===== config.mk =====
export PLATFORM = sky130hd
export DESIGN_NAME = gpclr_top
export DESIGN_NICKNAME = d
export VERILOG_FILES = /design/src/common/gpclr_pkg.sv /design/src/core/gpclr_top.sv
export SDC_FILE = /design/constraint.sdc
export NUM_CORES = 1
export LEC_CHECK = 0
export BUFFER_PORTS_ARGS = -buffer_cell sky130_fd_sc_hd__buf_2
export CORE_ASPECT_RATIO = 1.5
export CORE_UTILIZATION = 29
export CTS_CLUSTER_DIAMETER = 40
export DETAILED_ROUTE_END_ITERATION = 10
export PLACE_DENSITY = 0.81
export SETUP_SLACK_MARGIN = 0.4
export SLEW_MARGIN = 5
export SYNTH_ARGS = -nofsm -noshare
export SYNTH_HDL_FRONTEND = slang
export SYNTH_SLANG_ARGS = --single-unit

===== constraint.sdc =====
create_clock -name clk -period 1.75 [get_ports clk]
set_input_delay 0.175 -clock clk [delete_from_list [all_inputs] [get_ports clk]]
set_output_delay 0.175 -clock clk [all_outputs]
set_load 0.03 [all_outputs]

===== src/common/gpclr_pkg.sv =====
`default_nettype none
package gpclr_pkg;
  localparam int unsigned ADDR_W       = 32;
  localparam int unsigned DATA_W       = 32;
  // register byte addresses
  localparam logic [31:0] PORT1_CLR_ADDR = 32'hFFFF0D38;
  localparam logic [31:0] PORT2_CLR_ADDR = 32'hFFFF0D48;
  localparam logic [31:0] PORT1_SET_ADDR = 32'hFFFF0D34;
  localparam logic [31:0] PORT2_SET_ADDR = 32'hFFFF0D44;
  // pin fields in the clear/set words
  localparam int unsigned P1_LO        = 16;
  localparam int unsigned P1_W         = 2;
  localparam int unsigned P2A_LO       = 16;
  localparam int unsigned P2A_W        = 2;
  localparam int unsigned P2B_LO       = 21;
  localparam int unsigned P2B_W        = 2;
  localparam int unsigned P2_W         = 4;
  // latch reset value
  localparam logic [1:0]  P1_RST       = 2'h0;
  localparam logic [3:0]  P2_RST       = 4'h0;
  localparam logic [31:0] READ_ZERO    = 32'h00000000;

  typedef struct packed {
    logic [ADDR_W-1:0] addr;
    logic [DATA_W-1:0] wdata;
    logic              wr;
    logic              rd;
  } gpclr_req_s;
endpackage
`default_nettype wire


===== src/core/gpclr_top.sv =====
// What this block does
// port-one clear register, write only, 0xFFFF0D38
// bit 17 drives port-one pin 1 low
// bit 16 drives port-one pin 0 low
// zero bits leave pins unchanged
// only pins written one change
// software writes reserved bits as zero
// port-two clear register, write only, 0xFFFF0D48
// bit 22 drives port-two pin 6 low
// bit 21 drives port-two pin 5 low
// bit 17 drives port-two pin 1 low
// bit 16 drives port-two pin 0 low
// set registers drive same latches high
// reads return zero, no side effect
`default_nettype none
module gpclr_top (
  // clock and reset
  input  wire logic                 clk,
  input  wire logic                 resetn,
  // register port
  input  wire gpclr_pkg::gpclr_req_s bus_req,
  output logic [31:0]               bus_rdata,
  // pin output latches: port1 {pin1,pin0}, port2 {pin6,pin5,pin1,pin0}
  output logic [1:0]                port1_out,
  output logic [3:0]                port2_out
);
  // one flop per pin latch, so each pin's update stands alone
  logic        p1_pin0_reg;
  logic        p1_pin1_reg;
  logic        p2_pin0_reg;
  logic        p2_pin1_reg;
  logic        p2_pin5_reg;
  logic        p2_pin6_reg;
  logic [31:0] rdata_reg;

  // decoded register writes
  logic        w_p1clr;
  logic        w_p2clr;
  logic        w_p1set;
  logic        w_p2set;

  // per-pin strobes, low unless that pin's bit is written one
  logic [1:0]  p1_clr;
  logic [1:0]  p1_set;
  logic [3:0]  p2_clr;
  logic [3:0]  p2_set;

  function automatic logic addr_hit(input gpclr_pkg::gpclr_req_s req,
                                    input logic [31:0]          base);
    addr_hit = req.wr && (req.addr == base);
  endfunction

  function automatic logic [1:0] p1_bits(input logic [31:0] d);
    p1_bits = d[gpclr_pkg::P1_LO +: gpclr_pkg::P1_W];
  endfunction

  function automatic logic [3:0] p2_bits(input logic [31:0] d);
    p2_bits = {d[gpclr_pkg::P2B_LO +: gpclr_pkg::P2B_W],
               d[gpclr_pkg::P2A_LO +: gpclr_pkg::P2A_W]};
  endfunction

  assign w_p1clr = addr_hit(bus_req, gpclr_pkg::PORT1_CLR_ADDR);
  assign w_p2clr = addr_hit(bus_req, gpclr_pkg::PORT2_CLR_ADDR);
  assign w_p1set = addr_hit(bus_req, gpclr_pkg::PORT1_SET_ADDR);
  assign w_p2set = addr_hit(bus_req, gpclr_pkg::PORT2_SET_ADDR);

  // only ones act, so software needs no read-modify-write;
  // reserved bits never reach a latch whatever software writes
  assign p1_clr = w_p1clr ? p1_bits(bus_req.wdata) : 2'h0;
  assign p1_set = w_p1set ? p1_bits(bus_req.wdata) : 2'h0;
  assign p2_clr = w_p2clr ? p2_bits(bus_req.wdata) : 4'h0;
  assign p2_set = w_p2set ? p2_bits(bus_req.wdata) : 4'h0;

  // port-one pin 0
  always_ff @(posedge clk) begin
    if (!resetn) begin
      p1_pin0_reg <= gpclr_pkg::P1_RST[0];
    end else if (p1_clr[0]) begin
      p1_pin0_reg <= 1'h0;
    end else if (p1_set[0]) begin
      p1_pin0_reg <= 1'h1;
    end
  end

  // port-one pin 1
  always_ff @(posedge clk) begin
    if (!resetn) begin
      p1_pin1_reg <= gpclr_pkg::P1_RST[1];
    end else if (p1_clr[1]) begin
      p1_pin1_reg <= 1'h0;
    end else if (p1_set[1]) begin
      p1_pin1_reg <= 1'h1;
    end
  end

  // port-two pin 0
  always_ff @(posedge clk) begin
    if (!resetn) begin
      p2_pin0_reg <= gpclr_pkg::P2_RST[0];
    end else if (p2_clr[0]) begin
      p2_pin0_reg <= 1'h0;
    end else if (p2_set[0]) begin
      p2_pin0_reg <= 1'h1;
    end
  end

  // port-two pin 1
  always_ff @(posedge clk) begin
    if (!resetn) begin
      p2_pin1_reg <= gpclr_pkg::P2_RST[1];
    end else if (p2_clr[1]) begin
      p2_pin1_reg <= 1'h0;
    end else if (p2_set[1]) begin
      p2_pin1_reg <= 1'h1;
    end
  end

  // port-two pin 5
  always_ff @(posedge clk) begin
    if (!resetn) begin
      p2_pin5_reg <= gpclr_pkg::P2_RST[2];
    end else if (p2_clr[2]) begin
      p2_pin5_reg <= 1'h0;
    end else if (p2_set[2]) begin
      p2_pin5_reg <= 1'h1;
    end
  end

  // port-two pin 6
  always_ff @(posedge clk) begin
    if (!resetn) begin
      p2_pin6_reg <= gpclr_pkg::P2_RST[3];
    end else if (p2_clr[3]) begin
      p2_pin6_reg <= 1'h0;
    end else if (p2_set[3]) begin
      p2_pin6_reg <= 1'h1;
    end
  end

  // write-only registers read as zero; a read touches no latch
  always_ff @(posedge clk) begin
    if (!resetn) begin
      rdata_reg <= gpclr_pkg::READ_ZERO;
    end else begin
      rdata_reg <= gpclr_pkg::READ_ZERO;
    end
  end

  assign port1_out = {p1_pin1_reg, p1_pin0_reg};
  assign port2_out = {p2_pin6_reg, p2_pin5_reg, p2_pin1_reg, p2_pin0_reg};
  assign bus_rdata = rdata_reg;
endmodule // gpclr_top
`default_nettype wire


== After elaboration in Yosys (flattened, before gate mapping) ==
Index checks and enable logic that the tools add are counted.

* Bits in registers: 6
* Memories: 0
* Bits in writable memories: 0
* Logic and storage cells: 25
* ROM bits: 0
* Input bits: 68
* Latch bits: 0

* Add/subtract/negate cells: 0
* Eq/ne operators: 4
* Shift-type cells: 0
* Reductions and logical operators: 10
* Bitwise logic cells: 1
* Multipliers: 0
* Magnitude comparators: 0
* Multiplexer cells: 4
* Div/mod/pow operators: 0

{| class="wikitable"
|+ Operators with widths
! kind !! number
|-
| 32-bit equality test (second input constant) || 4
|-
| 2-bit OR reduction || 6
|-
| 4-bit two-way mux || 2
|-
| 1-bit logical AND || 4
|-
| 2-bit two-way mux || 2
|-
| 1-bit NOT || 1
|}

== Depth between registers and ports, before layout ==
Gate-level depths: netlist of the first run.

* Depth in word-level cells: 4
* Depth in mapped cells: 5
* Depth with buffers taken out: 4

== Worst setup path before layout of the first run ==
Ideal clock, no wire load.

* Path type: input -> register
* From: in bus_req[49] (netlist bit)
* To: reg p2_pin5_reg
* Arrival: 1.458 ns
* Slack: 0.176 ns
* Buffers on the path: 1
* Stages: 5
* Library setup time: 0.116 ns
* Cell sequence: or4b_1 nor4_2 buf_4 a41oi_1 a31o_1

* Longest elaborated chain between the ends: 4

{| class="wikitable"
|+ RTL lines
! item !! line !! text
|-
| start, declared || gpclr_top.sv:21 || <nowiki>input wire gpclr_pkg::gpclr_req_s bus_req,</nowiki>
|-
| 32-bit equality test || gpclr_top.sv:50 || <nowiki>addr_hit = req.wr && (req.addr == base);</nowiki>
|-
| 1-bit logical AND || gpclr_top.sv:50 ||
|-
| 4-bit two-way mux || gpclr_top.sv:71 || <nowiki>assign p2_clr = w_p2clr ? p2_bits(bus_req.wdata) : 4'h0;</nowiki>
|-
| 2-bit OR reduction (no line) || -- ||
|-
| end signal, assigned || gpclr_top.sv:121 || <nowiki>p2_pin5_reg <= gpclr_pkg::P2_RST[2];</nowiki>
|-
| end, declared || gpclr_top.sv:32 || <nowiki>logic p2_pin5_reg;</nowiki>
|}

Several ways; a longest one is shown, not always the timed one.
A chain may end at the register's enable or synchronous reset.

== Final worst setup path of the first run ==
* From: in bus_req[48] (netlist bit)
* To: reg p2_pin6_reg

* Longest elaborated chain between the ends: 4

{| class="wikitable"
|+ RTL lines
! item !! line !! text
|-
| 32-bit equality test || gpclr_top.sv:50 ||
|-
| 1-bit logical AND || gpclr_top.sv:50 ||
|-
| 4-bit two-way mux || gpclr_top.sv:71 ||
|-
| 2-bit OR reduction (no line) || -- ||
|-
| end signal, assigned || gpclr_top.sv:132 || <nowiki>p2_pin6_reg <= gpclr_pkg::P2_RST[3];</nowiki>
|-
| end, declared || gpclr_top.sv:33 || <nowiki>logic p2_pin6_reg;</nowiki>
|}

Several ways; a longest one is shown, not always the timed one.

==> impl_metrics.csv, run 1 <==
group,metric,value,unit
timing,fmax,0.738,GHz
floorplanning,rows,21,
timing,clock_skew,0,ps
floorplanning,die_area,0.00265,mm2
route,vias,670,
route,firstDrtPassIters,4,
yosys,synth_ff_type,"dfxtp_1",
clock_network,cts_tree,"done",
floorplanning,coreArea,0.00226,mm2
yosys,synth_area,709,um2
critical_path,cp.arrival,1510,ps
yosys,synth_xor_area_share,0,%
finish,drive_gt1_share,48.5,%
floorplanning,boundaryPins,106,
route,wire_per_inst,9.54,um
yosys,synth_area_leaders,"buf_4, dfxtp_1, nand4_1",
clock_network,cts_made_buffers,3,
timing,final-hold-violation-count,0,
floorplanning,die_w,42.4,um
critical_path,critPathKind,"in -> reg",
critical_path,cp-start-kind,"input port",
finish,fin_util,38.9,%
clock_network,clkTransAtPathRegs,50,ps
route,dr.first_iter.drc_count,3,
grt,grt.total_usage,11.5,%
route,wirelength,1.46,mm
power,p_per_area,486,mW/mm2
critical_path,cp_max_fo,5,
critical_path,worstSetupEndpointType,"flip-flop",
finish,diodes,0,
grt,grt_max_degree,8,
finish,nets,200,
timing,rsz0062_at_grt,"true",
yosys,synth_top_cell_by_area,"buf_4",
route,antenna_left,0,
yosys,postSynthCellCount,87,
clock_network,root_buffer,"clkbuf_4",
floorplanning,die_y,62.6,um
grt,grt_pass1_wl,2.21,mm
yosys,synthMuxAreaShare,0,%
floorplanning,start_util,31.4,%
clock_network,h-tree-depth,1,
yosys,synth_top_family_by_area,"buffers and inverters",
route,routed_via_density,4.38,
clock_network,clk_latency,250,ps
yosys,synth_area_per_cell,8.15,um2
grt,grt_pass1_vias,551,
status,status,"finished clean",
critical_path,crit_required,1900,ps
yosys,yosysMostFrequentCell,"buf_4",
power,leakagePower,0.478,nW
place,dpl_worst_slack,62.7,ps
yosys,synthAdderAreaFrac,0,%
timing,period_needed,1350,ps
clock_network,clk_path_buf_depth,2,
clock_network,cts_sinks,6,
timing,fin_crit_sh,77.4,%
yosys,synth-edff-count,0,
finish,fillCellCount,249,
timing,setup_ws,395,ps
timing,slew_viol_final,0,
place,io_buffer_count,44,
place,globalplace.congestion,0.761,
power,vdd_drop_max,0.232,mV
yosys,yosys-top-cells-count,"buf_4, nand2_1, nand4_1, dfxtp_1",
yosys,synth_top_area_share,41.3,%
timing,tns,0,ps
yosys,ys_ff_latch,6,
clock_network,postCtsHoldBufs,0,
flow_run,cap_violations,0,
yosys,ys_seq_area_share,16.9,%
yosys,synth.distinct_cells,18,
finish,syn_to_final_growth,24.0,%
worst_hold_path,hold_path.class,"in -> reg",
route,drc_errors,0,
yosys,yosysWarnings,0,
place,dpl.hpwl,1.23,mm
grt,grt_antenna_before_repair,0,
yosys,async_reset_ff_share,0,%
timing,setup_viol,0,
grt,grt_overflow,0,
yosys,synth_compound_area_share,9.52,%
yosys,yosys.area_share.simple,31.7,%
[critical path, stage by stage]
cell	delay [ps]
buf_6	90
or4b_4	530
nor4_4	250
buf_4	180
a41oi_2	80
a31o_1	190
[power by group]
group,total (W),internal (W),leakage (nW),switching (W)
Combinational,0.000155,0.0000386,0.416,0.000117
Sequential,0.000137,0.000137,0.0483,0.0000000000000123
Clock,0.000135,0.0000780,0.0138,0.0000573
Total,0.000428,0.000254,0.478,0.000174
[stage by stage]
step                hold WS (ps)  instance area [um2]  total power, W  std cells
global placement             426                  805        0.000288        147
CTS                          162                  852        0.000429        152
detailed placement           432                  805        0.000290        147
finish                       164                  880        0.000428        153
floorplan                    309                  841        0.000297        118
global route                 177                  880        0.000452        153
[area by class of cell]
cell class	instances	area, um2	share of cell area, %
flip-flops and latches	6	120	13.7
multi-input cells	73	448	50.9
clock buffers	3	22.5	2.56
repair buffers	48	260	29.6
well taps	23	28.8	3.27
[kinds of logic (layout without fill, tap and decap cells)]
group,count (synthesis),after routing
flip-flops,6,6
AND/OR/NAND/NOR,33,33
buffers and inverters,39,51
other,1,32
AO/OA/AOI/OAI,8,8
[routing by layer]
| metal | global-route usage (%) | wire length, um |
|---|---|---|
| met5 | 0 | 0 |
| met4 | 11.7 | 27 |
| met3 | 2.60 | 163 |
| met2 | 19.8 | 816 |
| met1 | 10.0 | 452 |
[cells in the final DEF, fill, tap and decap left out]
master / instances
buf_2: 43
conb_1: 32
nand2_1: 9
nand4_1: 7
dfxtp_1: 6
nor2_1: 4
nand4b_1: 4
clkbuf_4: 3
buf_4: 3
nor4_4: 2
a41o_2: 2
a41oi_2: 2
a31o_1: 2
buf_6: 2
or4b_4: 1
or4b_1: 1
and2b_1: 1
or3b_4: 1
and4_4: 1
o21ai_2: 1
and4_2: 1
o21ai_1: 1
and2_2: 1
[what timing repair did]
| action | 4_1_cts | 5_1_grt |
|---|---|---|
| setup endpoints to repair | 6 | 6 |
| pin swaps | 1 | 5 |
| buffers inserted | 1 | 1 |
| gates cloned | 1 | 0 |
| resized for setup | 3 | 6 |
[final timing paths]
check,start,endpoint,slack [ps],cells past startpoint
worst max-delay path,bus_req[48],p2_pin6_reg,400,6
worst min-delay path,bus_req[23],p2_pin5_reg,160,2
worst max register to register,p2_pin6_reg,p2_pin6_reg,1040,3
worst min register to register,p2_pin0_reg,p2_pin0_reg,450,2
Note: power is estimated with default switching activity, not from simulation.
==> inputs of run 2 (changes only) <==
==> constraint.sdc (replaced) <==
create_clock -name clk -period 1.3 [get_ports clk]
set_input_delay 0.13 -clock clk [delete_from_list [all_inputs] [get_ports clk]]
set_output_delay 0.13 -clock clk [all_outputs]
set_load 0.03 [all_outputs]
==> impl_metrics.csv, run 2 (synthesis gave the netlist of run 1 again) <==
group,metric,value,unit
finish,final_cell_mix,"buf_2, conb_1, buf_4",
status,status,"finished, violations left",
timing,setup_viol,6,
clock_network,h-tree-depth,1,
route,dr.first_iter.drc_count,14,
grt,grt_pass1_wl,2.15,mm
clock_network,cts_tree,"done",
critical_path,worstSetupEndpointType,"flip-flop",
status,violations,"setup timing",
route,vias,716,
route,wire_per_inst,10.1,um
timing,final-hold-violation-count,0,
grt,grt_antenna_before_repair,0,
finish,drive_gt1_share,50.7,%
floorplanning,die_y,62.6,um
critical_path,critPathKind,"in -> reg",
floorplanning,die_area,0.00265,mm2
finish,fin_cells,157,
critical_path,crit_path_max_incr_delay,540,ps
critical_path,critPathSlowestCell,"or4b_4",
power,leakagePower,0.498,nW
grt,grt_overflow,0,
critical_path,path_delay_family,"simple AND/OR/NAND/NOR gates",
grt,grt.total_usage,10.5,%
critical_path,cp_max_fo,5,
critical_path,path_buf_inv,2,
floorplanning,start_util,31.4,%
power,power,0.000573,W
clock_network,cts_made_buffers,3,
timing,clock_skew,0,ps
power,sw_frac_of_total,39.1,%
clock_network,clk_path_buf_depth,2,
place,dpl.hpwl,1.27,mm
clock_network,cts_sinks,6,
timing,rsz0062_at_grt,"true",
power,vdd_drop_max,0.278,mV
critical_path,cp-start-kind,"input port",
worst_hold_path,hold_path.class,"in -> reg",
place,io_buffer_count,44,
floorplanning,coreArea,0.00226,mm2
timing,slew_viol_final,0,
timing,setup_ws,-50.3,ps
finish,fin_util,40.9,%
place,globalplace.congestion,0.789,
timing,fin_crit_sh,104,%
route,antenna_left,0,
route,drc_errors,0,
power,seq_power_share,32.2,%
floorplanning,boundaryPins,106,
finish,fillCellCount,252,
power,power_frac_clock,29.4,%
finish,syn_to_final_growth,30.2,%
critical_path,crit_required,1430,ps
power,p_int,0.000349,W
critical_path,path_cells,"buf_6, or4b_4, nor4_4, buf_4, a41oi_2, a31o_1",
route,routed_via_density,4.56,
floorplanning,die_w,42.4,um
route,firstDrtPassIters,4,
route,wirelength,1.58,mm
finish,layout_commonest_cell,"buf_2",
floorplanning,rows,21,
power,p_sw,0.000224,W
clock_network,clkTransAtPathRegs,40,ps
power,p_per_area,620,mW/mm2
finish,diodes,0,
place,post-place-cells,153,
flow_run,cap_violations,0,
clock_network,root_buffer,"clkbuf_4",
critical_path,cp.arrival,1480,ps
timing,fmax,0.741,GHz
timing,period_needed,1350,ps
power,comb_power_share,38.4,%
grt,grt_max_degree,11,
finish,nets,204,
grt,grt_pass1_vias,558,
clock_network,clk_latency,240,ps
[run 2: cell types whose count changed in the layout (fill, tap and decap cells not counted), sizes merged]
cell	delta
buf	+4
[run 2: power groups by stage]
stage | Clock (W) | Sequential, W | Combinational (W)
6_report | 0.000168 | 0.000185 | 0.000220
5_1_grt | 0.000179 | 0.000184 | 0.000234
4_1_cts | 0.000174 | 0.000185 | 0.000213
3_5_place_dp | 0 | 0.000188 | 0.000210
2_1_floorplan | 0 | 0.000188 | 0.000212
3_3_place_gp | 0 | 0.000188 | 0.000208
[run 2: routing by layer]
layer	up-vias	part of all wire [%]	track usage, %
met1	311	29	9.31
met4	0	0.44	8.59
met2	65	59	19.4
met3	2	12	1.73
met5	-	0	0
li1	338	-	-
[run 2: area by class of cell]
| class | count | area (um2) | area share (%) |
|---|---|---|---|
| clock buffer | 3 | 22.5 | 2.44 |
| multi-input combinational | 73 | 449 | 48.6 |
| sequential | 6 | 120 | 13.0 |
| tap | 23 | 28.8 | 3.12 |
| timing repair buffer | 52 | 303 | 32.8 |
[run 2: worst reg2reg max path: stages, from the launching register on]
cell     delay, ps
dfxtp_1        330
nand2_1         70
a41o_2         240
nand2_1         60
[run 2: path summary, 6_finish.rpt]
check,end,slack (ps),cells after the start,start
setup reg to reg,p1_pin0_reg,550,3,p1_pin0_reg
hold / removal,p2_pin6_reg,130,2,bus_req[24]
hold reg to reg,p2_pin0_reg,450,2,p2_pin0_reg
setup / recovery,p2_pin5_reg,-50,6,bus_req[49]
[run 2: per-stage QoR]
step / setup TNS [ps] / hold WS [ps] / worst slack [ps] / cell area [um2]
3_3_place_gp: -1680 / 379 / -300 / 850
3_5_place_dp: -1850 / 376 / -333 / 850
2_1_floorplan: -1150 / 264 / -216 / 841
5_1_grt: -426 / 144 / -108 / 923
4_1_cts: -201 / 125 / -57.7 / 885
6_report: -187 / 129 / -50.3 / 923
[run 2: repair_timing]
| item | in CTS | in global routing |
|---|---|---|
| pin swaps | 0 | 3 |
| buffers inserted | 0 | 0 |
| cloned | 0 | 1 |
| setup endpoints to repair | 7 | 10 |
| hold buffers | 0 | 0 |
| gates resized for setup | 3 | 14 |
